$ cat config.mk
export PLATFORM = sky130hd
export DESIGN_NAME = pwm_timer_control_regs
export DESIGN_NICKNAME = d
export VERILOG_FILES = /design/src/pwm_timer_pkg.sv /design/src/pwm_chan_if.sv /design/src/pwm_channel.sv /design/src/pwm_timer_control_regs.sv
export SDC_FILE = /design/constraint.sdc
export NUM_CORES = 1
export LEC_CHECK = 0
export BUFFER_PORTS_ARGS = -buffer_cell sky130_fd_sc_hd__buf_2
export CORE_MARGIN = 2
export CORE_UTILIZATION = 39
export DETAILED_ROUTE_END_ITERATION = 16
export SYNTH_ARGS = -nofsm -noshare
export SYNTH_HDL_FRONTEND = slang
export SYNTH_SLANG_ARGS = --single-unit
$ cat constraint.sdc
create_clock -name ref_clk_i -period 8.1 [get_ports ref_clk_i]
set_clock_uncertainty 0.05 [all_clocks]
set_input_delay 0.81 -clock ref_clk_i [delete_from_list [all_inputs] [get_ports ref_clk_i]]
set_output_delay 0.81 -clock ref_clk_i [all_outputs]
set_load 0.02 [all_outputs]
$ cat src/pwm_timer_pkg.sv
package pwm_timer_pkg;
  localparam int NUM_CH = 2;
  // Byte addresses of the register map
  localparam logic [31:0] ADDR_PRESCALE = 32'h51000000;
  localparam logic [31:0] ADDR_CLKCFG = 32'h51000004;
  localparam logic [31:0] ADDR_CONTROL = 32'h51000008;
  localparam logic [31:0] ADDR_CNTB[NUM_CH] = '{32'h5100000c, 32'h51000018};
  localparam logic [31:0] ADDR_CMPB[NUM_CH] = '{32'h51000010, 32'h5100001c};
  localparam logic [31:0] ADDR_READBACK[NUM_CH] = '{32'h51000014, 32'h51000020};
  // Writable bit masks; everything else is reserved
  localparam logic [31:0] MASK_PRESCALE = 32'h00ffffff;
  localparam logic [31:0] MASK_CLKCFG = 32'h00ffffff;
  localparam logic [31:0] MASK_CONTROL = 32'h007fff1f;
  localparam logic [31:0] RESET_WORD = 32'h00000000;
  // Field positions
  localparam int PRESCALE0_LSB = 0;
  localparam int DMA_SEL_LSB = 20;
  localparam int CLK_SEL_W = 4;
  localparam int DEAD_ZONE_BIT = 4;
  localparam int CTRL_BASE[NUM_CH] = '{0, 8};
  localparam int START_OFS = 0;
  localparam int MANUAL_OFS = 1;
  localparam int INVERT_OFS = 2;
  localparam int AUTO_OFS = 3;
  // Clock select and DMA codes
  localparam logic [1:0] SEL_EXT = 2'h1;
  localparam logic [3:0] DMA_NONE = 4'h0;
  localparam logic [3:0] DMA_CODE[NUM_CH] = '{4'h1, 4'h2};
  localparam logic [15:0] COUNT_ZERO = 16'h0000;
  localparam logic [15:0] COUNT_ONE = 16'h0001;
endpackage

$ cat src/pwm_chan_if.sv
interface pwm_chan_if;
  logic start;
  logic manual;
  logic auto_reload;
  logic invert;
  logic [3:0] clk_sel;
  logic [15:0] cnt_buf;
  logic [15:0] cmp_buf;
  logic pre_tick;
  logic ext_edge;
  logic [15:0] count;
  logic pwm;
  logic zero_evt;
  modport ctrl (output start, manual, auto_reload, invert, clk_sel, cnt_buf, cmp_buf,
    pre_tick, ext_edge, input count, pwm, zero_evt);
  modport chan (input start, manual, auto_reload, invert, clk_sel, cnt_buf, cmp_buf,
    pre_tick, ext_edge, output count, pwm, zero_evt);
endinterface

$ cat src/pwm_channel.sv
module pwm_channel (
  input wire logic clk_i,
  input wire logic rst_n_i,
  input wire logic ce_i,
  pwm_chan_if.chan ch
);
  logic [3:0] div_cnt;
  logic [15:0] cmp;
  logic [15:0] next_count;
  logic [15:0] next_cmp;
  logic next_zero;

  // Divider 2/4/8/16 from the prescaled tick, or the external clock edge
  wire use_ext = (ch.clk_sel[3:2] == pwm_timer_pkg::SEL_EXT);
  wire [4:0] mask_wide = (5'h02 << ch.clk_sel[1:0]) - 5'h01;
  wire [3:0] div_mask = mask_wide[3:0];
  wire div_tick = ch.pre_tick && ((div_cnt & div_mask) == div_mask);
  wire tick = use_ext ? ch.ext_edge : div_tick;
  wire run_tick = ch.start && tick && !ch.manual;
  wire at_zero = (ch.count == pwm_timer_pkg::COUNT_ZERO);

  // Buffers only reach the working registers on update or reload
  always_comb begin
    next_count = ch.count;
    next_cmp = cmp;
    next_zero = 1'b0;
    if (ch.manual) begin
      next_count = ch.cnt_buf;
      next_cmp = ch.cmp_buf;
    end else if (run_tick && at_zero && ch.auto_reload) begin
      next_count = ch.cnt_buf;
      next_cmp = ch.cmp_buf;
    end else if (run_tick && !at_zero) begin
      next_count = ch.count - pwm_timer_pkg::COUNT_ONE;
      next_zero = (ch.count == pwm_timer_pkg::COUNT_ONE);
    end
  end

  // Output is high while count <= compare, flipped by the inverter
  always_ff @(posedge clk_i or negedge rst_n_i) begin
    if (!rst_n_i) begin
      div_cnt <= 4'h0;
      ch.count <= 16'h0000;
      cmp <= 16'h0000;
      ch.zero_evt <= 1'b0;
      ch.pwm <= 1'b0;
    end else if (ce_i) begin
      if (ch.pre_tick) begin
        div_cnt <= div_cnt + 4'h1;
      end
      ch.count <= next_count;
      cmp <= next_cmp;
      ch.zero_evt <= next_zero;
      ch.pwm <= (next_count <= next_cmp) ^ ch.invert;
    end
  end

  a_manual_load: assert property (@(posedge clk_i) disable iff (!rst_n_i)
    ce_i && ch.manual |=> ch.count == $past(ch.cnt_buf) && cmp == $past(ch.cmp_buf))
    else $error("manual update did not load both buffers");
  a_one_shot_stop: assert property (@(posedge clk_i) disable iff (!rst_n_i)
    ce_i && !ch.manual && !ch.auto_reload && at_zero |=> at_zero)
    else $error("one-shot counter left zero");
  a_auto_reload: assert property (@(posedge clk_i) disable iff (!rst_n_i)
    ce_i && run_tick && at_zero && ch.auto_reload |=> ch.count == $past(ch.cnt_buf))
    else $error("auto reload missed");
  a_halt_hold: assert property (@(posedge clk_i) disable iff (!rst_n_i)
    ce_i && !ch.start && !ch.manual |=> $stable(ch.count) && $stable(cmp))
    else $error("stopped timer changed its counter");
  a_invert_out: assert property (@(posedge clk_i) disable iff (!rst_n_i)
    ce_i && rst_n_i ##1 1'b1 |-> ch.pwm == ((ch.count <= cmp) ^ $past(ch.invert)))
    else $error("output level does not follow compare and inverter");
  c_reload: cover property (@(posedge clk_i) disable iff (!rst_n_i)
    run_tick && at_zero && ch.auto_reload);
  c_manual: cover property (@(posedge clk_i) disable iff (!rst_n_i) ce_i && ch.manual);
endmodule

$ cat src/pwm_timer_control_regs.sv
// Implementation choice: strobed register access.
module pwm_timer_control_regs (
  input wire logic ref_clk_i,
  input wire logic rstn_i,
  input wire logic ce_i,
  input wire logic [31:0] addr_i,
  input wire logic [31:0] wdata_i,
  input wire logic wr_i,
  input wire logic rd_i,
  output logic [31:0] rdata_o,
  input wire logic ext_clk_a_i,
  input wire logic dma_ack_i,
  output logic [1:0] pwm_o,
  output logic [1:0] irq_o,
  output logic dma_req_o,
  output logic dead_zone_en_o
);
  localparam int N = pwm_timer_pkg::NUM_CH;

  logic rst_meta;
  logic rst_n;
  logic [31:0] prescale_cfg;
  logic [31:0] clock_select_dma_config;
  logic [31:0] timer_control;
  logic [15:0] count_reload_buffer [N];
  logic [15:0] compare_reload_buffer [N];
  logic [7:0] pre_cnt;
  logic ext_a_q;
  logic [N-1:0] zero_evt;
  logic [N-1:0] to_dma;
  logic [15:0] count_readback [N];
  logic [N-1:0] hit_cntb;
  logic [N-1:0] hit_cmpb;
  logic [N-1:0] hit_rb;
  logic [31:0] rb_word [N];
  logic [31:0] buf_word [N];

  // Reset release through two flops; the first is seen only by the second
  always_ff @(posedge ref_clk_i or negedge rstn_i) begin
    if (!rstn_i) begin
      rst_meta <= 1'b0;
      rst_n <= 1'b0;
    end else begin
      rst_meta <= 1'b1;
      rst_n <= rst_meta;
    end
  end

  // Address decode
  wire hit_pre = (addr_i == pwm_timer_pkg::ADDR_PRESCALE);
  wire hit_cfg = (addr_i == pwm_timer_pkg::ADDR_CLKCFG);
  wire hit_ctl = (addr_i == pwm_timer_pkg::ADDR_CONTROL);
  wire wr_pre = ce_i && wr_i && hit_pre;
  wire wr_cfg = ce_i && wr_i && hit_cfg;
  wire wr_ctl = ce_i && wr_i && hit_ctl;

  // Reserved bits are masked away on write, so they always read zero
  wire [31:0] pre_wval = wdata_i & pwm_timer_pkg::MASK_PRESCALE;
  wire [31:0] cfg_wval = wdata_i & pwm_timer_pkg::MASK_CLKCFG;
  // Timer 2-4 bits, including the count-only update bit of timer 4, are stored only
  wire [31:0] ctl_wval = wdata_i & pwm_timer_pkg::MASK_CONTROL;

  // Configuration and control words; all reset to zero
  always_ff @(posedge ref_clk_i or negedge rst_n) begin
    if (!rst_n) begin
      prescale_cfg <= pwm_timer_pkg::RESET_WORD;
      clock_select_dma_config <= pwm_timer_pkg::RESET_WORD;
      timer_control <= pwm_timer_pkg::RESET_WORD;
    end else begin
      if (wr_pre) begin
        prescale_cfg <= pre_wval;
      end
      if (wr_cfg) begin
        clock_select_dma_config <= cfg_wval;
      end
      if (wr_ctl) begin
        timer_control <= ctl_wval;
      end
    end
  end

  // Shared prescaler for timers 0 and 1: one tick every prescale+1 cycles
  // Compared with >= so that lowering the prescale value never waits for a wrap
  wire [7:0] prescale0 = prescale_cfg[pwm_timer_pkg::PRESCALE0_LSB +: 8];
  wire pre_tick = ce_i && (pre_cnt >= prescale0);
  wire ext_edge = ext_clk_a_i && !ext_a_q;
  wire [3:0] dma_sel = clock_select_dma_config[pwm_timer_pkg::DMA_SEL_LSB +: 4];

  always_ff @(posedge ref_clk_i or negedge rst_n) begin
    if (!rst_n) begin
      pre_cnt <= 8'h00;
      ext_a_q <= 1'b0;
    end else if (ce_i) begin
      pre_cnt <= pre_tick ? 8'h00 : pre_cnt + 8'h01;
      ext_a_q <= ext_clk_a_i;
    end
  end

  // One counting channel per implemented timer
  for (genvar i = 0; i < N; i++) begin : g_ch
    localparam int B = pwm_timer_pkg::CTRL_BASE[i];
    pwm_chan_if chan_bus ();

    assign chan_bus.start = timer_control[B + pwm_timer_pkg::START_OFS];
    assign chan_bus.manual = timer_control[B + pwm_timer_pkg::MANUAL_OFS];
    assign chan_bus.auto_reload = timer_control[B + pwm_timer_pkg::AUTO_OFS];
    assign chan_bus.invert = timer_control[B + pwm_timer_pkg::INVERT_OFS];
    assign chan_bus.clk_sel = clock_select_dma_config[i*pwm_timer_pkg::CLK_SEL_W +: 4];
    assign chan_bus.cnt_buf = count_reload_buffer[i];
    assign chan_bus.cmp_buf = compare_reload_buffer[i];
    assign chan_bus.pre_tick = pre_tick;
    assign chan_bus.ext_edge = ext_edge;
    assign count_readback[i] = chan_bus.count;
    assign zero_evt[i] = chan_bus.zero_evt;
    assign pwm_o[i] = chan_bus.pwm;

    // Event goes to DMA when this timer is the selected one
    assign to_dma[i] = zero_evt[i] && (dma_sel == pwm_timer_pkg::DMA_CODE[i]);

    // Per-timer decode
    assign hit_cntb[i] = (addr_i == pwm_timer_pkg::ADDR_CNTB[i]);
    assign hit_cmpb[i] = (addr_i == pwm_timer_pkg::ADDR_CMPB[i]);
    assign hit_rb[i] = (addr_i == pwm_timer_pkg::ADDR_READBACK[i]);
    assign rb_word[i] = hit_rb[i] ? {16'h0000, count_readback[i]} : 32'h00000000;
    assign buf_word[i] = hit_cntb[i] ? {16'h0000, count_reload_buffer[i]} :
                         hit_cmpb[i] ? {16'h0000, compare_reload_buffer[i]} : 32'h00000000;

    // Buffer writes touch only the buffers, never the running counter
    always_ff @(posedge ref_clk_i or negedge rst_n) begin
      if (!rst_n) begin
        count_reload_buffer[i] <= 16'h0000;
        compare_reload_buffer[i] <= 16'h0000;
      end else if (ce_i && wr_i) begin
        if (hit_cntb[i]) begin
          count_reload_buffer[i] <= wdata_i[15:0];
        end
        if (hit_cmpb[i]) begin
          compare_reload_buffer[i] <= wdata_i[15:0];
        end
      end
    end

    pwm_channel u_channel (
      .clk_i(ref_clk_i),
      .rst_n_i(rst_n),
      .ce_i(ce_i),
      .ch(chan_bus.chan)
    );
  end

  // Read mux; unmapped addresses answer zero
  wire [31:0] read_word = hit_pre ? prescale_cfg :
                          hit_cfg ? clock_select_dma_config :
                          hit_ctl ? timer_control :
                          (rb_word[0] | rb_word[1] | buf_word[0] | buf_word[1]);
  wire dma_set = |to_dma;
  wire [N-1:0] next_irq = zero_evt & ~to_dma;

  // Read data appears the cycle after the strobe and only then
  always_ff @(posedge ref_clk_i or negedge rst_n) begin
    if (!rst_n) begin
      rdata_o <= 32'h00000000;
    end else if (ce_i) begin
      rdata_o <= rd_i ? read_word : 32'h00000000;
    end
  end

  // Interrupt pulses and a DMA request held until acknowledged; set beats ack
  always_ff @(posedge ref_clk_i or negedge rst_n) begin
    if (!rst_n) begin
      irq_o <= 2'h0;
      dma_req_o <= 1'b0;
    end else if (ce_i) begin
      irq_o <= next_irq;
      dma_req_o <= dma_set || (dma_req_o && !dma_ack_i);
    end
  end

  // Dead zone waveform lives outside; the enable is only exported
  assign dead_zone_en_o = timer_control[pwm_timer_pkg::DEAD_ZONE_BIT];

  a_ctrl_write_mask: assert property (@(posedge ref_clk_i) disable iff (!rst_n)
    wr_ctl |=> timer_control == ($past(wdata_i) & pwm_timer_pkg::MASK_CONTROL))
    else $error("control write not stored through reserved mask");
  a_cfg_write_mask: assert property (@(posedge ref_clk_i) disable iff (!rst_n)
    wr_cfg |=> clock_select_dma_config == ($past(wdata_i) & pwm_timer_pkg::MASK_CLKCFG))
    else $error("clock config write not stored");
  a_read_timing: assert property (@(posedge ref_clk_i) disable iff (!rst_n)
    ce_i && rd_i && hit_ctl |=> rdata_o == $past(timer_control))
    else $error("control readback wrong");
  a_readback_live: assert property (@(posedge ref_clk_i) disable iff (!rst_n)
    ce_i && rd_i && hit_rb[0] |=> rdata_o == {16'h0000, $past(count_readback[0])})
    else $error("count readback not live");
  a_buffer_write: assert property (@(posedge ref_clk_i) disable iff (!rst_n)
    ce_i && wr_i && hit_cmpb[0] |=> compare_reload_buffer[0] == $past(wdata_i[15:0]))
    else $error("compare buffer write lost");
  a_dma_route: assert property (@(posedge ref_clk_i) disable iff (!rst_n)
    ce_i && to_dma[0] |=> dma_req_o && !irq_o[0])
    else $error("selected timer raised interrupt instead of DMA");
  a_irq_route: assert property (@(posedge ref_clk_i) disable iff (!rst_n)
    ce_i && zero_evt[1] && dma_sel == pwm_timer_pkg::DMA_NONE |=> irq_o[1])
    else $error("unselected timer lost its interrupt");
  a_read_idle_zero: assert property (@(posedge ref_clk_i) disable iff (!rst_n)
    ce_i && !rd_i |=> rdata_o == 32'h00000000)
    else $error("read data outside the answer cycle");
  c_dma_request: cover property (@(posedge ref_clk_i) disable iff (!rst_n)
    dma_req_o ##1 dma_ack_i);
  c_readback: cover property (@(posedge ref_clk_i) disable iff (!rst_n)
    rd_i && hit_rb[0]);
  c_interrupt: cover property (@(posedge ref_clk_i) disable iff (!rst_n) irq_o[0]);
endmodule

Word level (Yosys, flattened, before mapping)
Index checks and enable logic that the tools add are counted.
- flip-flop bits (word level): 254
- input bits: 71
- output and inout bits: 38
- logic and storage cells: 127
- $add $sub $neg: 7
- $lt $le $gt $ge: 3
- equal/unequal tests: 17
- shifts and indexed selects: 2
- mux-type cells: 29
- bitwise operators: 9
- reduce and logical (&&, ||, !) cells: 36
- operators by type and width (kind ; count):
    $eq A32 B31 Y1 const B ; 9
    $mux W16 ; 16
    $mux W24 ; 3
    $or A16 B16 Y16 ; 3
    $eq A16 B1 Y1 const B ; 2
    $le A16 B16 Y1 ; 2
    $logic_not A16 Y1 ; 2
    $sub A16 B1 Y16 const B ; 2
    $mux W23 ; 1
    $logic_and A1 B1 Y1 ; 21
    $reduce_and A2 Y1 ; 5
    $add A4 B1 Y4 const B ; 2
    $add A8 B1 Y8 const B ; 1
    $and A4 B4 Y4 ; 2
    $eq A4 B4 Y1 ; 2
    $ge A8 B8 Y1 ; 1
    $mux W1 ; 8
    $mux W8 ; 1
    $shl A2 B2 Y4 const A ; 2
    $sub A4 B1 Y4 const B ; 2
    $logic_not A1 Y1 ; 6
    $eq A2 B1 Y1 const B ; 2
    $eq A4 B1 Y1 const B ; 1
    $eq A4 B2 Y1 const B ; 1
    5 further kinds ; 6

Depth between registers and ports, before layout
- word-level depth: 14
- depth in mapped cells: 20
- gate-level depth less buffers: 17

By module
Synthesis repeated with hierarchy kept, for this count alone.
- cell total of the unflattened synthesis: 1286
- area total of the unflattened synthesis: 14054.7 µm²
- modules (own cells, without submodules) (module ; times used ; cells an instance ; area an instance (µm²) ; sequential area each (µm²)):
    pwm_timer_control_regs ; 1 ; 676 ; 8146.6 ; 4254.1
    pwm_channel ; 2 ; 305 ; 2954.1 ; 950.9

Worst setup path after synthesis
OpenSTA, ideal clock, no wires.
- kind: register to register
- from: register pre_cnt[0]
- to: register g_ch[1].u_channel.ch.pwm
- library setup time: 69 ps
- arrival: 4259 ps
- data required time: 7981 ps
- slack: 3722 ps
- stages on the path, launching flop included: 18
- path buffers: 0
- clock period less this slack: 4378 ps
- path through: dfrtp_1 > inv_1 > ha_1 > nand2b_1 > a2111o_1 > a32oi_4 > o21ai_0 > nand3_1 > mux2_2 > o21ai_0 > ha_1 > nor2b_1 > o21a_1 > o21a_1 > o21ai_0 > a221oi_1 > or4b_2 > nand3_1
- cells in the longest elaborated chain, start to end: 12
- elaborated cells between the ends (all ways): 16
- those cells by class: 2 x order compare; 6 x mux; 1 x bitwise; 7 x reduce/logical
- RTL lines (what ; line ; RTL):
    start, declared ; pwm_timer_control_regs.sv:27 ; logic [7:0] pre_cnt;
    start signal, assigned ; pwm_timer_control_regs.sv:94 ; pre_cnt <= pre_tick ? 8'h00 : pre_cnt + 8'h01;
    $ge A8 B8 Y1 (*) ; pwm_timer_control_regs.sv:85 ; wire pre_tick = ce_i && (pre_cnt >= prescale0);
    $logic_and A1 B1 Y1 (*) ; pwm_timer_control_regs.sv:85 ;
    $logic_and A1 B1 Y1 (*) ; pwm_channel.sv:17 ; wire div_tick = ch.pre_tick && ((div_cnt & div_mask) == div_mask);
    $mux W1 (*) ; pwm_channel.sv:18 ; wire tick = use_ext ? ch.ext_edge : div_tick;
    $logic_and A1 B1 Y1 (*) (2 in series) ; pwm_channel.sv:19 ; wire run_tick = ch.start && tick && !ch.manual;
    $logic_and A1 B1 Y1, on equally long branches ; pwm_channel.sv:33, pwm_channel.sv:30 ;
    $mux W16 / $logic_and A1 B1 Y1 (equally long branches) ; pwm_channel.sv:33, pwm_channel.sv:30 ;
    $mux W16 (*) ; pwm_channel.sv:30 ; end else if (run_tick && at_zero && ch.auto_reload) begin
    $mux W16 (*) ; pwm_channel.sv:27 ; if (ch.manual) begin
    named net g_ch[1].u_channel.next_count[1] ; pwm_channel.sv:9 ; logic [15:0] next_count;
    $le A16 B16 Y1 (*) ; pwm_channel.sv:54 ; ch.pwm <= (next_count <= next_cmp) ^ ch.invert;
    $xor A1 B1 Y1 (*) ; pwm_channel.sv:54 ;
    end signal, assigned ; pwm_channel.sv:54 ;
    end, declared ; pwm_chan_if.sv:17 ; pre_tick, ext_edge, output count, pwm, zero_evt);
The timed path passes the listed nets; every way through them passes the cells marked *.
A chain may end at the register's enable or synchronous reset.

Worst setup path in the final report
- from: register timer_control[9]
- to: register g_ch[1].u_channel.ch.pwm
- cells in the longest elaborated chain, start to end: 8
- elaborated cells between the ends (all ways): 12
- those cells by class: 1 x order compare; 5 x mux; 1 x bitwise; 5 x reduce/logical
- RTL lines (what ; line ; RTL):
    start, declared ; pwm_timer_control_regs.sv:24 ; logic [31:0] timer_control;
    start signal, assigned ; pwm_timer_control_regs.sv:68 ; timer_control <= pwm_timer_pkg::RESET_WORD;
    start signal, assigned ; pwm_timer_control_regs.sv:77 ; timer_control <= ctl_wval;
    $logic_not A1 Y1 ; pwm_channel.sv:19 ;
    $logic_and A1 B1 Y1 ; pwm_channel.sv:19 ;
    $logic_and A1 B1 Y1, on equally long branches ; pwm_channel.sv:33, pwm_channel.sv:30 ;
    $mux W16 / $logic_and A1 B1 Y1 (equally long branches) ; pwm_channel.sv:33, pwm_channel.sv:30 ;
    $mux W16 ; pwm_channel.sv:30 ;
    $mux W16 ; pwm_channel.sv:27 ;
    $le A16 B16 Y1 (*) ; pwm_channel.sv:54 ;
    $xor A1 B1 Y1 (*) ; pwm_channel.sv:54 ;
Mark *: on every way between the ends. The rest lies on a longest branch, timed or not.

==> summary.md <==
| Metric | Value |
|---|---|
| Filler cell count | 3,221 |
| # IOs | 109 |
| Port bufs | between 90 and 100 |
| CTS tree | yes |
| Delay-heaviest family, CP | compound AO/OA/AOI/OAI gates |
| Pwr dens | 177 nW/um^2 |
| Gr usage total | 22.1% |
| CP cell instances | nor2b_1 > a21boi_1 > nand3_1 > o32ai_1 > a21o_2 > buf_4 > mux2i_1 > ha_1 > a21o_1 > a21oi_1 > nor2b_1 > o21ai_0 > a21oi_1 > or4b_2 > nand3_1 |
| Synth unique cells | 77 |
| Setup crit end kind | flip-flop |
| Status | complete, no violations |
| DP HPWL | 28,400 um |
| Post-layout util | 44.9% |
| Worst setup margin | around 2.7 ns |
| Final instance count without filler cells | 1,802 |
| Share of the synthesized area in the top cell type | between 40% and 50% |
| Routed Antenna Nets | 0 |
| Routing usage on met3 | 2.76% |
| Layout Nets | 1,444 |
| Pleak | 6.94 nW |
| Final Max Slew Viols | 0 |
| Ranking of synthesized cells by area | dfrtp_1 (45%), mux2_2 (12%), ha_1 (4.3%) |
| EDFF count, synth | 0 |
| Critical Path Stages | 15 |
| Fin crit period | 5.39 ns |
| Post-CTS Resized | 0 |
| Asr flop ratio synth | 100% |
| H-tree depth | 1 |
| DR iter-0 viols | just over 800 |
| Worst hold path type | reg -> async |
| Wirelength, routed | 39,900 um |
| Synth Register Bits | around 250 |
| Most frequent cell after synthesis | dfrtp_1 |
| Clock sinks | 246 |
| Unrepaired setup endpoints after global routing | false |
| Ys Warns | 0 |
| Starting Density | 39.6% |
| Post-CTS Setup Bufs | 0 |
| Peak VDD IR | 0.164 mV |
| Pre-antenna DRT Iters | 6 |
| Met1 GRT Util | 30.1% |
| Core region area | 34,600 um^2 |
| Post-CTS Hold Fix Bufs | 1 |
| Antenna violations before repair | 1 |
| Slowest stage delay, CP | 0.72 ns |
| F_max | 186 MHz |
| Total power after layout | 2.75 mW |
| Worst r2r path cells | 15 |
| CTS root buffer | clkbuf_16 |
| Final hold vios | 0 |
| Post-route cell area | 15,500 um^2 |
| Critical Path RT | 8.53 ns |
| DRC viols | 0 |
| Clock Path Buffers | 3 |
| Row count | 68 |
| M2 GR Usage | ~37% |
| Reg clk slew, reported paths | 0.06 ns |
| Routed WL per cell | between 20 and 25 um |
| Max cap viols | 0 |
| Overflow after GRT | 0 |
| Pin count of the biggest net entering global routing | between 70 and 80 |
| CP Buf/Inv Count | 1 |
| Vias per inst | 5.89 |
| First-pass GRT wire length | between 60,000 and 70,000 um |
| Synthesized instance count | 1,265 |
| CTS Buf Count | 28 |
| Via count | 10.6k |
| Later-pin clock latency in the skew report | 0.55 ns |
| Setup TNS | 0 ns |
| Worst Path Arrival | 5.81 ns |
| Top cells by count, synth | dfrtp_1 (246), mux2_2 (150), o21ai_0 (94) |
| Worst hold slack | 0.247 ns |
| Layout cells sized above 1 | about 25% |
| Global placer's final weighted congestion | 0.933 |
| Synth-to-Final Area Change | 13.1% |
| Cells after DPL | 1,750 |
| Worst Tran Pin Value | approximately 1.2 ns |
| Post-synthesis sequential area ratio | between 40% and 50% |
| Worst path slowest cell | o32ai_1 |
| Critical path peak fanout | 35 |
| Dominant synthesized flop cell | dfrtp_1 |
| Avg Cell Area, Syn | between 10 and 15 um^2 |
| CP Launch Type | flip-flop |
| Storage element area | 6160 um^2 |
| Place WS | 2.53 ns |
| Relative slew margins | 18.0% |
| Area leader, netlist | dfrtp_1 |
| Gr busiest metal | met2 |
| Crit share post-route | roughly 66% |
| Synth Cell Area | 13,700 um^2 |
| CP Class | reg -> reg |
| Vias in the first global route | between 10k and 15k |
| Post-Place Cell Area | 14,500 um^2 |
| Die area | 36,700 um^2 |
| # setup viols final | 0 |
| Die height | 192 um |
| Multi-input gate area | 7080 um^2 |
| Die Wd | 192 um |
cell families (layout without fill, tap and decap cells):
group / Yosys count / count (layout) / share of synthesized area [%]
other: 2 / 10 / 0.0547
AO/OA/AOI/OAI: 342 / 342 / 17.9
XOR/XNOR: 35 / 35 / 2.23
adder cells (fa/ha/maj): 47 / 47 / 4.28
flip-flops: 246 / 246 / 44.8
multiplexers: 196 / 196 / 16.0
AND/OR/NAND/NOR: 277 / 277 / 10.8
buffers and inverters: 120 / 194 / 3.91
layout by cell type, fill, tap and decap left out, types with 9 or more instances in the layout:
| master | n |
|---|---|
| a21oi_1 | 35 |
| nand3_1 | 30 |
| a2bb2oi_1 | 10 |
| nand2_1 | 87 |
| clkbuf_16 | 29 |
| mux2_4 | 9 |
| nand2b_1 | 11 |
| nor4_1 | 12 |
| a22o_1 | 30 |
| nor2b_1 | 11 |
| mux2_2 | 150 |
| inv_1 | 32 |
| and2_1 | 12 |
| buf_4 | 18 |
| a221oi_1 | 18 |
| o2bb2ai_1 | 25 |
| conb_1 | 9 |
| ha_1 | 47 |
| buf_2 | 92 |
| o22ai_1 | 12 |
| nand4_1 | 22 |
| o221ai_1 | 11 |
| nor3_1 | 13 |
| xnor2_1 | 28 |
| mux2i_1 | 37 |
| a21o_1 | 10 |
| o21a_1 | 10 |
| o21ai_0 | 94 |
| nor2_1 | 28 |
| dfrtp_1 | 245 |
| or3_1 | 10 |
| a22oi_1 | 25 |
layer usage:
| metal | part of all wire, % | wire [um] |
|---|---|---|
| met2 | 47 | 18700 |
| met1 | 44 | 17700 |
| met4 | 3.3 | 1300 |
| met3 | 5.5 | 2200 |
| met5 | 0.033 | 13 |
layout make-up:
cell class / instances / area share (%)
antenna: 1 / 0.0161
clock buffer: 41 / 5.41
sequential: 246 / 39.7
timing repair buffer: 111 / 3.90
clock inverter: 9 / 0.959
multi-input combinational: 906 / 45.6
inverter: 33 / 0.797
tap: 455 / 3.66
flip-flops by register name, summed over array words and instances (netlist names):
signal and cells:
rst_meta 1, g_ch.u_channel.ch.pwm 2, ext_a_q 1, pre_cnt 8
clock_select_dma_config 24, rdata_o 24, g_ch.u_channel.cmp 32, timer_control 20
g_ch.u_channel.ch.count 32, irq_o 2, prescale_cfg 24, g_ch.chan_bus.cmp_buf 32
g_ch.u_channel.div_cnt 8, rst_n 1, g_ch.chan_bus.cnt_buf 32, dma_req_o 1
g_ch.u_channel.ch.zero_evt 2
report_power, final:
group	switching [mW]	internal, mW	total (mW)
Combinational	0.0865	0.0385	0.125
Sequential	0.0214	1.24	1.26
Clock	0.522	0.841	1.36
Total	0.630	2.12	2.75
worst paths after layout:
kind                                  start                        to  slack (ns)
setup / recovery           timer_control[9]  g_ch[1].u_channel.ch.pwm        2.71
hold / removal                        rst_n         timer_control[10]        0.25
setup reg to reg           timer_control[9]  g_ch[1].u_channel.ch.pwm        2.71
hold reg to reg                       rst_n         timer_control[10]        0.25
max in group asynchronous             rst_n                pre_cnt[5]        6.39
min in group ref_clk_i             rst_meta                     rst_n        0.30
(Power assumes the default switching activity.)
